File: src/logic/cfg_front_consts.svh
/*
 Timing counts and widths for the configuration loader front end.
 Assumes a 125 MHz sys_clk.
*/
`ifndef CFG_FRONT_CONSTS_SVH
`define CFG_FRONT_CONSTS_SVH

`define CLK_PERIOD_PS 8000
`define DATA_WIDTH 8
`define FIFO_DEPTH 16
`define FIFO_AW 4
`define POR_FAST_NS 2000
`define POR_STD_NS 20000
`define POR_FAST_CYC ((`POR_FAST_NS * 1000 + `CLK_PERIOD_PS - 1) / `CLK_PERIOD_PS)
`define POR_STD_CYC ((`POR_STD_NS * 1000 + `CLK_PERIOD_PS - 1) / `CLK_PERIOD_PS)
`define RESTART_US 230
`define RESTART_CYC ((`RESTART_US * 1000000) / `CLK_PERIOD_PS)
`define CNT_WIDTH 16
`define RUN_CODE_BIT 7

`endif

File: src/logic/cfg_front_pkg.sv
/*
 Types for the configuration loader front end.
 Assumes the constants header is included beside it.
*/
package cfg_front_pkg;
	typedef enum logic [2:0] {
		ST_POR = 3'b000,
		ST_RESET = 3'b001,
		ST_LOAD = 3'b010,
		ST_ERROR = 3'b011,
		ST_DONE = 3'b100
	} load_state_t;
endpackage

File: src/logic/cfg_front.sv
/*
 Configuration loader front end: power-on reset timing, reset and
 status lines, and the real-time decompressor feeding the cells.
 Assumes supply monitors and pins are synchronous to sys_clk and the
 host keeps config_request_n low while supplies are unsettled.
*/
// Contract
// - Fresh full download required after every power-up
// - Hold status low until supplies valid
// - Brown-out after power-up acts as reset
// - Strap picks fast or standard reset delay
// - Decompress stream on the fly into cells
// - Decompressor outpaces incoming stream, never stalls; runs queue input in the FIFO and data_ready drops when full
// - Per-device compression; host sends matching form
// - Request low keeps reset; high releases status
// - Error: status low, auto-restart within 230 us
// - Release complete line after all data
`timescale 1ns/1ps
`include "cfg_front_consts.svh"
module cfg_front (
	input wire logic sys_clk,
	input wire logic rst_n,
	input wire logic clk_en,
	input wire logic supplies_ok,
	input wire logic core_pll_ok,
	input wire logic scheme_select,
	input wire logic compress_en,
	input wire logic auto_restart_en,
	input wire logic config_request_n,
	input wire logic [31:0] frame_count,
	input wire logic data_valid,
	output logic data_ready,
	input wire logic [`DATA_WIDTH-1:0] data_in,
	input wire logic frame_error,
	output logic cell_write,
	output logic [`DATA_WIDTH-1:0] cell_data,
	output logic user_mode,
	input wire logic status_open_drain_n_in,
	output logic status_open_drain_n_out,
	output logic status_open_drain_n_oe,
	input wire logic config_complete_in,
	output logic config_complete_out,
	output logic config_complete_oe
);
	import cfg_front_pkg::*;

	logic rst_s1_q, rst_s2_q;
	load_state_t state_q, state_d;
	logic [`CNT_WIDTH-1:0] tmr_q, tmr_d;
	logic [31:0] words_q, words_d;
	logic [`DATA_WIDTH-1:0] run_byte_q, run_byte_d, cell_data_q, cell_data_d;
	logic [6:0] run_left_q, run_left_d;
	logic run_pend_q, run_pend_d;
	logic cell_write_q, cell_write_d;
	logic f_valid, f_ready, f_pop;
	logic [`DATA_WIDTH-1:0] f_data;
	logic flush;

	////////////////////////////////////////////////////////////////////
	// Reset release through two flops
	always_ff @(posedge sys_clk or negedge rst_n) begin
		if (!rst_n) begin
			rst_s1_q <= 1'b0;
			rst_s2_q <= 1'b0;
		end else begin
			rst_s1_q <= 1'b1;
			rst_s2_q <= rst_s1_q;
		end
	end

	function automatic logic [`CNT_WIDTH-1:0] por_delay(input logic fast);
		por_delay = fast ? `CNT_WIDTH'(`POR_FAST_CYC) : `CNT_WIDTH'(`POR_STD_CYC);
	endfunction

	////////////////////////////////////////////////////////////////////
	// Input FIFO; drained every cycle it is not expanding a run
	assign flush = state_q != ST_LOAD;
	stream_fifo #(.WIDTH(`DATA_WIDTH), .DEPTH(`FIFO_DEPTH), .AW(`FIFO_AW)) u_fifo (
		.clk(sys_clk),
		.rst_n(rst_s2_q),
		.ce(clk_en),
		.flush(flush),
		.in_valid(data_valid && state_q == ST_LOAD),
		.in_ready(f_ready),
		.in_data(data_in),
		.out_valid(f_valid),
		.out_ready(f_pop),
		.out_data(f_data)
	);
	assign data_ready = f_ready && state_q == ST_LOAD;

	////////////////////////////////////////////////////////////////////
	// Load sequencer and decompressor
	always_comb begin
		state_d = state_q;
		tmr_d = tmr_q;
		words_d = words_q;
		run_byte_d = run_byte_q;
		run_left_d = run_left_q;
		run_pend_d = run_pend_q;
		cell_data_d = cell_data_q;
		cell_write_d = 1'b0;
		f_pop = 1'b0;
		unique case (state_q)
			ST_POR: begin
				// Delay counts only while supplies are good
				if (!supplies_ok) begin
					tmr_d = por_delay(scheme_select);
				end else if (tmr_q != '0) begin
					tmr_d = tmr_q - `CNT_WIDTH'(1);
				end else begin
					state_d = ST_RESET;
				end
			end
			ST_RESET: begin
				// Any leftover progress is discarded
				words_d = '0;
				run_left_d = '0;
				run_pend_d = 1'b0;
				if (config_request_n) begin
					state_d = ST_LOAD;
				end
			end
			ST_LOAD: begin
				if (frame_error) begin
					state_d = ST_ERROR;
					// Three edges beyond the countdown pass from the error to status release
					tmr_d = `CNT_WIDTH'(`RESTART_CYC - 3);
				end else if (words_q == frame_count) begin
					state_d = ST_DONE;
				end else if (run_left_q != '0) begin
					// Run expansion; one cell per cycle while input waits in the FIFO
					cell_data_d = run_byte_q;
					cell_write_d = 1'b1;
					words_d = words_q + 32'd1;
					run_left_d = run_left_q - 7'd1;
				end else if (f_valid) begin
					f_pop = 1'b1;
					if (!compress_en) begin
						cell_data_d = f_data;
						cell_write_d = 1'b1;
						words_d = words_q + 32'd1;
					end else if (run_pend_q) begin
						run_byte_d = f_data;
						run_pend_d = 1'b0;
					end else if (f_data[`RUN_CODE_BIT]) begin
						// Code byte: repeat the next byte count times (zero counts as one)
						run_left_d = f_data[6:0] + 7'd0;
						run_pend_d = 1'b1;
						if (f_data[6:0] == 7'd0) begin
							run_left_d = 7'd1;
						end
					end else begin
						cell_data_d = f_data;
						cell_write_d = 1'b1;
						words_d = words_q + 32'd1;
					end
				end
			end
			ST_ERROR: begin
				if (auto_restart_en) begin
					if (tmr_q != '0) begin
						tmr_d = tmr_q - `CNT_WIDTH'(1);
					end else begin
						state_d = ST_RESET;
					end
				end
			end
			ST_DONE: begin
			end
			default: begin
				state_d = ST_POR;
			end
		endcase
		// Run is held until its value byte arrives
		if (run_pend_q && run_left_q != '0 && state_q == ST_LOAD && !frame_error
				&& words_q != frame_count && !f_valid) begin
			cell_write_d = 1'b0;
			words_d = words_q;
			run_left_d = run_left_q;
			cell_data_d = cell_data_q;
		end
		if (run_pend_q && run_left_q != '0 && state_q == ST_LOAD && f_valid
				&& !frame_error && words_q != frame_count) begin
			cell_write_d = 1'b0;
			words_d = words_q;
			run_left_d = run_left_q;
			cell_data_d = cell_data_q;
			f_pop = 1'b1;
			run_byte_d = f_data;
			run_pend_d = 1'b0;
		end
		// Request low or brown-out overrides every state but ST_POR
		if (state_q != ST_POR && !core_pll_ok) begin
			state_d = ST_POR;
			tmr_d = por_delay(scheme_select);
		end else if (state_q != ST_POR && !config_request_n) begin
			state_d = ST_RESET;
		end
	end

	always_ff @(posedge sys_clk or negedge rst_s2_q) begin
		if (!rst_s2_q) begin
			state_q <= ST_POR;
			tmr_q <= `CNT_WIDTH'(`POR_STD_CYC);
			words_q <= '0;
			run_byte_q <= '0;
			run_left_q <= '0;
			run_pend_q <= 1'b0;
			cell_data_q <= '0;
			cell_write_q <= 1'b0;
		end else if (clk_en) begin
			state_q <= state_d;
			tmr_q <= tmr_d;
			words_q <= words_d;
			run_byte_q <= run_byte_d;
			run_left_q <= run_left_d;
			run_pend_q <= run_pend_d;
			cell_data_q <= cell_data_d;
			cell_write_q <= cell_write_d && clk_en;
		end
	end

	////////////////////////////////////////////////////////////////////
	// Open-drain lines: drive low only, never high
	assign status_open_drain_n_out = 1'b0;
	assign status_open_drain_n_oe = state_q == ST_POR || state_q == ST_RESET
		|| state_q == ST_ERROR;
	assign config_complete_out = 1'b0;
	assign config_complete_oe = state_q != ST_DONE;
	assign cell_write = cell_write_q;
	assign cell_data = cell_data_q;
	assign user_mode = state_q == ST_DONE && config_complete_in;
endmodule

File: src/logic/stream_fifo.sv
/*
 Small synchronous FIFO with valid/ready on both sides.
 Assumes one clock, active-low async reset, clock enable.
*/
`timescale 1ns/1ps
module stream_fifo #(
	parameter int WIDTH = 8,
	parameter int DEPTH = 16,
	parameter int AW = 4
) (
	input wire logic clk,
	input wire logic rst_n,
	input wire logic ce,
	input wire logic flush,
	input wire logic in_valid,
	output logic in_ready,
	input wire logic [WIDTH-1:0] in_data,
	output logic out_valid,
	input wire logic out_ready,
	output logic [WIDTH-1:0] out_data
);
	logic [WIDTH-1:0] mem_q [DEPTH];
	logic [AW:0] wr_q, wr_d, rd_q, rd_d;
	logic push, pop;

	////////////////////////////////////////////////////////////////////
	always_comb begin
		in_ready = (wr_q[AW] == rd_q[AW]) || (wr_q[AW-1:0] != rd_q[AW-1:0]);
		out_valid = wr_q != rd_q;
		push = in_valid && in_ready;
		pop = out_valid && out_ready;
		wr_d = flush ? '0 : wr_q + (AW+1)'(push);
		rd_d = flush ? '0 : rd_q + (AW+1)'(pop);
	end

	always_ff @(posedge clk or negedge rst_n) begin
		if (!rst_n) begin
			wr_q <= '0;
			rd_q <= '0;
		end else if (ce) begin
			wr_q <= wr_d;
			rd_q <= rd_d;
		end
	end

	// Storage has no reset; words are only read once written
	always_ff @(posedge clk) begin
		if (ce && push) begin
			mem_q[wr_q[AW-1:0]] <= in_data;
		end
	end

	// Read data is presented combinationally from the head slot
	assign out_data = mem_q[rd_q[AW-1:0]];
endmodule
File: config.mk
export PLATFORM = sky130hd
export DESIGN_NAME = cfg_front
export DESIGN_NICKNAME = d
export VERILOG_FILES = /design/src/logic/cfg_front_pkg.sv /design/src/logic/cfg_front.sv /design/src/logic/stream_fifo.sv
export VERILOG_INCLUDE_DIRS = /design/src /design/src/logic
export SDC_FILE = /design/constraint.sdc
export NUM_CORES = 1
export LEC_CHECK = 0
export BUFFER_PORTS_ARGS = -buffer_cell sky130_fd_sc_hd__buf_2
export CELL_PAD_IN_SITES_DETAIL_PLACEMENT = 1
export CELL_PAD_IN_SITES_GLOBAL_PLACEMENT = 2
export CORE_ASPECT_RATIO = 1.2
export CORE_MARGIN = 2
export CORE_UTILIZATION = 45
export DETAILED_ROUTE_END_ITERATION = 8
export PLACE_DENSITY_LB_ADDON = 0.1
export SLEW_MARGIN = 20
export SYNTH_ARGS = -nofsm -noshare
export SYNTH_HDL_FRONTEND = slang
export SYNTH_SLANG_ARGS = --single-unit
File: constraint.sdc
create_clock -name sys_clk -period 5.2 [get_ports sys_clk]
set_input_delay 1.04 -clock sys_clk [delete_from_list [all_inputs] [get_ports sys_clk]]
set_output_delay 1.04 -clock sys_clk [all_outputs]
set_load 0.02 [all_outputs]
# Word-level counts from Yosys, hierarchy flattened
# Memories as Yosys holds them, arrays and structs flattened.
# Cells that the tools add are included.
[word_totals]
register_bits = 88
latchBits = 0
ramBits = 128
rom_bits = 0
in_bits = 53
wordCells = 177
n_memories = 1
[classes]
add_sub_neg = 5
mul = 0
n_div = 0
magnitude_cmp = 0
n_eq_ne = 36
shifts = 0
muxes = 75
bitwise = 4
reduce_logical = 44
[memory_table]
columns = ["name", "words", "width", "read_ports", "rd_clocked_by_memory_dff", "wr", "line", "source"]
rows = [
  ["u_fifo.mem_q", 16, 8, 1, 0, 1, "stream_fifo.sv:22", "logic [WIDTH-1:0] mem_q [DEPTH];"],
]
[op_table]
columns = ["op", "n"]
rows = [
  ["32-bit 2-to-1 mux", 7],
  ["8-bit 2-to-1 mux", 13],
  ["16-bit 2-to-1 mux", 5],
  ["32-bit case mux with 2 select lines", 1],
  ["7-bit 2-to-1 mux", 8],
  ["16-bit case mux with 3 select lines", 1],
  ["32-bit by 1-bit adder with 32-bit output, second input constant", 1],
  ["32-bit == test", 1],
  ["32-bit != test", 1],
  ["3-bit by 2-bit != test with 1-bit output, second input constant", 9],
  ["1-bit 2-to-1 mux", 26],
  ["3-bit 2-to-1 mux", 8],
  ["3-bit != test, second input constant", 7],
  ["4-bit != test, second input constant", 5],
  ["9-bit AND reduction", 2],
  ["1-bit logical AND", 17],
  ["16-bit nonzero test", 1],
  ["16-bit by 1-bit subtractor with 16-bit output, second input constant", 1],
  ["3-bit case mux with 5 select lines", 1],
  ["7-bit case mux with 2 select lines", 1],
  ["12-bit 2-to-1 mux", 1],
  ["2-bit nonzero test", 6],
  ["5-bit by 1-bit adder with 5-bit output", 2],
  ["5-bit 2-to-1 mux", 2],
  ["other kinds (24)", 37],
]

# Longest topological paths before layout
# An unclocked memory read counts as a cell.
[logic_depth]
depth_word = 12
mapped_depth = 13
mapped_depth_nobuf = 12

# Cells and area by module
# From an unflattened synthesis, not the netlist that was laid out.
[hier_totals]
hier_cells = 893
area_unflattened_um2 = 10613.9
[modules_own_cells]
columns = ["mod", "n_inst", "cells_per_inst", "area_per_inst_um2"]
rows = [
  ["stream_fifo", 1, 313, 5714.2],
  ["cfg_front", 1, 580, 4899.7],
]

# Least setup slack after synthesis
# OpenSTA, ideal clock, no wires.
[synth_timing]
path_type = "in2reg"
from = "input port frame_error"
to = "register words_q[25]"
setup_ns = 0.078
arrival_time_ns = 2.826
required_time_ns = 5.122
setup_slack_ns = 2.296
path_stages = 6
path_cell_list = "nor3b_1 > o211ai_1 > or4_4 > buf_6 > or4_1 > a21oi_1"
[synth_via]
elab_chain_cells = 6
[synth_lines]
columns = ["item", "line", "source"]
rows = [
  ["start, declared", "cfg_front.sv:34", "input wire logic frame_error,"],
  ["1-bit zero test", "cfg_front.sv:176, cfg_front.sv:184", ""],
  ["1-bit logical AND", "cfg_front.sv:176", "if (run_pend_q && run_left_q != '0 && state_q == ST_LOAD && !frame_error"],
  ["1-bit logical AND (2 in series)", "cfg_front.sv:177", "&& words_q != frame_count && !f_valid) begin"],
  ["1-bit inverter (no source line)", "-", ""],
  ["9-bit AND reduction (no source line) *", "-", ""],
  ["end signal, assigned", "cfg_front.sv:215", "words_q <= words_d;"],
  ["end, declared", "cfg_front.sv:50", "logic [31:0] words_q, words_d;"],
]
# Every way passes the cells marked *; elsewhere a longest branch is shown, timed or not.
# A chain may end at the register's enable or synchronous reset.

# Worst setup path after layout
[layout_timing]
from = "register run_left_q[0]"
to = "register cell_data_q[3] (netlist: cell_data[3])"
[layout_via]
elab_chain_cells = 8
[layout_lines]
columns = ["item", "line", "source"]
rows = [
  ["start, declared", "cfg_front.sv:52", "logic [6:0] run_left_q, run_left_d;"],
  ["start signal, assigned", "cfg_front.sv:217", "run_left_q <= run_left_d;"],
  ["7-bit nonzero test *", "cfg_front.sv:131, cfg_front.sv:176, cfg_front.sv:183", ""],
  ["1-bit logical AND (2 in series)", "cfg_front.sv:176, cfg_front.sv:183", ""],
  ["1-bit logical AND (on tied branches)", "cfg_front.sv:183, cfg_front.sv:176", ""],
  ["1-bit logical AND (on tied branches) (2 in series)", "cfg_front.sv:184, cfg_front.sv:177", ""],
  ["1-bit inverter (no source line)", "-", ""],
  ["9-bit AND reduction (no source line)", "-", ""],
  ["end signal, assigned", "cfg_front.sv:219", "cell_data_q <= cell_data_d;"],
  ["end, declared", "cfg_front.sv:51", "logic [`DATA_WIDTH-1:0] run_byte_q, run_byte_d, cell_data_q, cell_data_d;"],
]
# Marked as above.

==> results.toml <==
[clock_tree]
cts_buffers = 24
clock_path_buffers = 3
post_cts_resized = 0
clock_sinks = 216
cts_hold_buffers = 0
clkTransAtPathRegs_ns = 0.06
post_cts_buffers = 0
cts-htree-levels = 1
root_buffer = "clkbuf_16"
tritoncts = "yes"
clkLatencyLatePin_ns = 0.52

[floorplanning]
core_um2 = 23000
die-area_um2 = 24500
ioPinCount = 68
rows = 61
die_w_um = 143
die_h_um = 171
start_util_pct = 45.5

[timing]
whs_ns = 0.294
hold_viol = 0
period_share_pct = 65.9
skew_ns = 0.0150
worstMarginPinSlew_ns = 0.983
drv_slew = 0
setup_viol = 0
min_period_ns = 3.43
rsz0062_at_grt = "no"
fmax_mhz = 292
setup_tns_ns = 0
relSlewSlack_pct = 34.2

[synthesis]
synth.area.top_cells = "edfxtp_1, dfrtp_1, mux4_2"
async_reset_ff_share_pct = 40.7
syn_area_per_cell_um2 = 12.1
ys_warn_count = 0
yosys.area.top_type = "edfxtp_1"
synth_area_um2 = 10500
synth_top_flop_cell = "edfxtp_1"
yosysTopAreaCellShare_pct = 36.7
synthDistinctLibCells = 68
ys_ff_latch = 216
synth-seq-area-share_pct = 57.7
syn_inst = 867
synth_edf_count = 128

[final_layout]
most-common-layout-cells = "edfxtp_1, dfrtp_1, o21ai_0, buf_2, nand2_1"
fin_area_um2 = 11900
fin_nets = 980
drive_gt1_share_pct = 19.5
layout_commonest_cell = "edfxtp_1"
antenna_cells = 0
fin_cells = 1250
syn_to_final_growth_pct = 13.8

[worst_setup_path]
critical_path.top_delay_family = "simple AND/OR/NAND/NOR gates"
slowest_delay_ns = 0.54
path_max_fanout = 17
endpoint_kind = "flip-flop"
cp_num_buf_inv = 1
path_cells = "inv_1 -> ha_1 -> nor2b_1 -> nor2b_1 -> nand3b_1 -> a211o_1 -> a31oi_4 -> or2_1 -> mux2_2"
cp-start-kind = "flip-flop"
path_class = "flip-flop to flip-flop"
crit_top_cell = "nor2b_1"
worstPathRequired_ns = 5.60
slowest_stage = "nand3b_1"
crit_arrival_ns = 3.82

[grt]
use_met2_pct = 43.8
antenna_found_initial = 0
grt-busiest-layer = "met2"
grt_pass1_wl_um = 43700
first_global_vias = 8042
grt_max_degree = 52
grtUsageTotal_pct = 23.0
overflow = 0
grtUsageMet1_pct = 27.2
grtUsageMet3_pct = 2.67

[routing]
drt_iter0_markers = 443
wl_per_cell_um = 21.8
drc = 0
vias = 7325
first_pass_iters = 4
vias_per_cell = 5.86
detail-route-antenna-nets = 0
routed_wl_um = 27300

[placed_design]
port_buffers = 64
gp_congestion = 0.816
dp_hpwl_um = 18700
dp.cells = 1208
postPlaceCellArea_um2 = 11100

[power_and_ir_drop]
p_total_uw = 5060
ir_drop_uv = 287
power_density_nw_per_um2 = 424
p_leak_uw = 0.00427

[hold_path]
hp-class = "input pin to asynchronous set/reset pin"

[run]
cap_violations = 0

[status]
status = "finished clean"
synthesized netlist by cell type, drive strengths merged (18+ instances only):
| library cell | number |
|---|---|
| clkbuf | 35 |
| nand4 | 20 |
| edfxtp | 128 |
| buf | 18 |
| or3 | 24 |
| nor3 | 22 |
| o31ai | 26 |
| nand3 | 35 |
| dfrtp | 83 |
| nand2 | 55 |
| inv | 26 |
| nor2 | 48 |
| a21oi | 49 |
| o21ai | 69 |
| mux4 | 33 |
| xnor2 | 37 |
final cells by class:
class | count | area, µm²
Inverter | 26 | 97.6
Fill cell | 2408 | 11100
Clock inverter | 15 | 206
Tap cell | 315 | 394
Multi-Input combinational cell | 573 | 4110
Clock buffer | 27 | 633
Sequential cell | 216 | 6060
Timing Repair Buffer | 78 | 425
power by group:
group | switching (µW) | internal, µW | total [µW]
Combinational | 807 | 386 | 1190
Sequential | 115 | 1930 | 2050
Clock | 693 | 1120 | 1810
routing by layer:
layer  wire length, µm  vias up  share of wire (%)
met4               699        0                2.6
met2             14700      127                 54
met1             11100     3742                 40
li1                  -     3409                  -
met3               840       47                3.1
met5                 0        -                  0
logic make-up (layout without fill, tap and decap cells):
| family | after synthesis | in the layout | share of synthesized area, % |
|---|---|---|---|
| AND/OR/NAND/NOR | 267 | 267 | 13.4 |
| flip-flops | 216 | 216 | 57.7 |
| AO/OA/AOI/OAI | 204 | 204 | 12.2 |
| buffers and inverters | 79 | 146 | 3.39 |
| multiplexers | 52 | 52 | 9.02 |
| XOR/XNOR | 39 | 39 | 3.26 |
| adder cells (fa/ha/maj) | 8 | 8 | 0.955 |
| other | 2 | 3 | 0.0717 |
worst paths after layout:
| path | to | from | cells after the start | slack (ns) |
|---|---|---|---|---|
| worst max-delay path | cell_data[3] | run_left_q[0] | 9 | 1.77 |
| min in group sys_clk | rst_s2_q | rst_s1_q | 0 | 0.35 |
| worst min-delay path | rst_s2_q | rst_n | 1 | 0.29 |
| worst max register to register | cell_data[3] | run_left_q[0] | 9 | 1.77 |
| worst min register to register | cell_data[7] | rst_s2_q | 0 | 0.32 |
| max in group asynchronous | words_q[12] | rst_s2_q | 1 | 3.77 |
metrics by stage:
stage          utilization [%]  worst slack [ns]
2_1_floorplan                -              2.30
6_report                  51.7              1.77
5_1_grt                   51.7              1.36
3_3_place_gp              48.1              1.40
3_5_place_dp              48.1              1.43
4_1_cts                   51.7              1.72
registers in the layout, summed over array words and instances, names as in the netlist:
name and count:
words_q 32, tmr_q 16, run_byte_q 8, run_left_q 7
rst_s1_q 1, u_fifo.rd_q 5, state_q 3, u_fifo.wr_q 5
rst_s2_q 1, cell_data 8, run_pend_q 1, u_fifo.mem_q 128
cell_write 1
No activity file was read; power rests on OpenSTA's default activity.
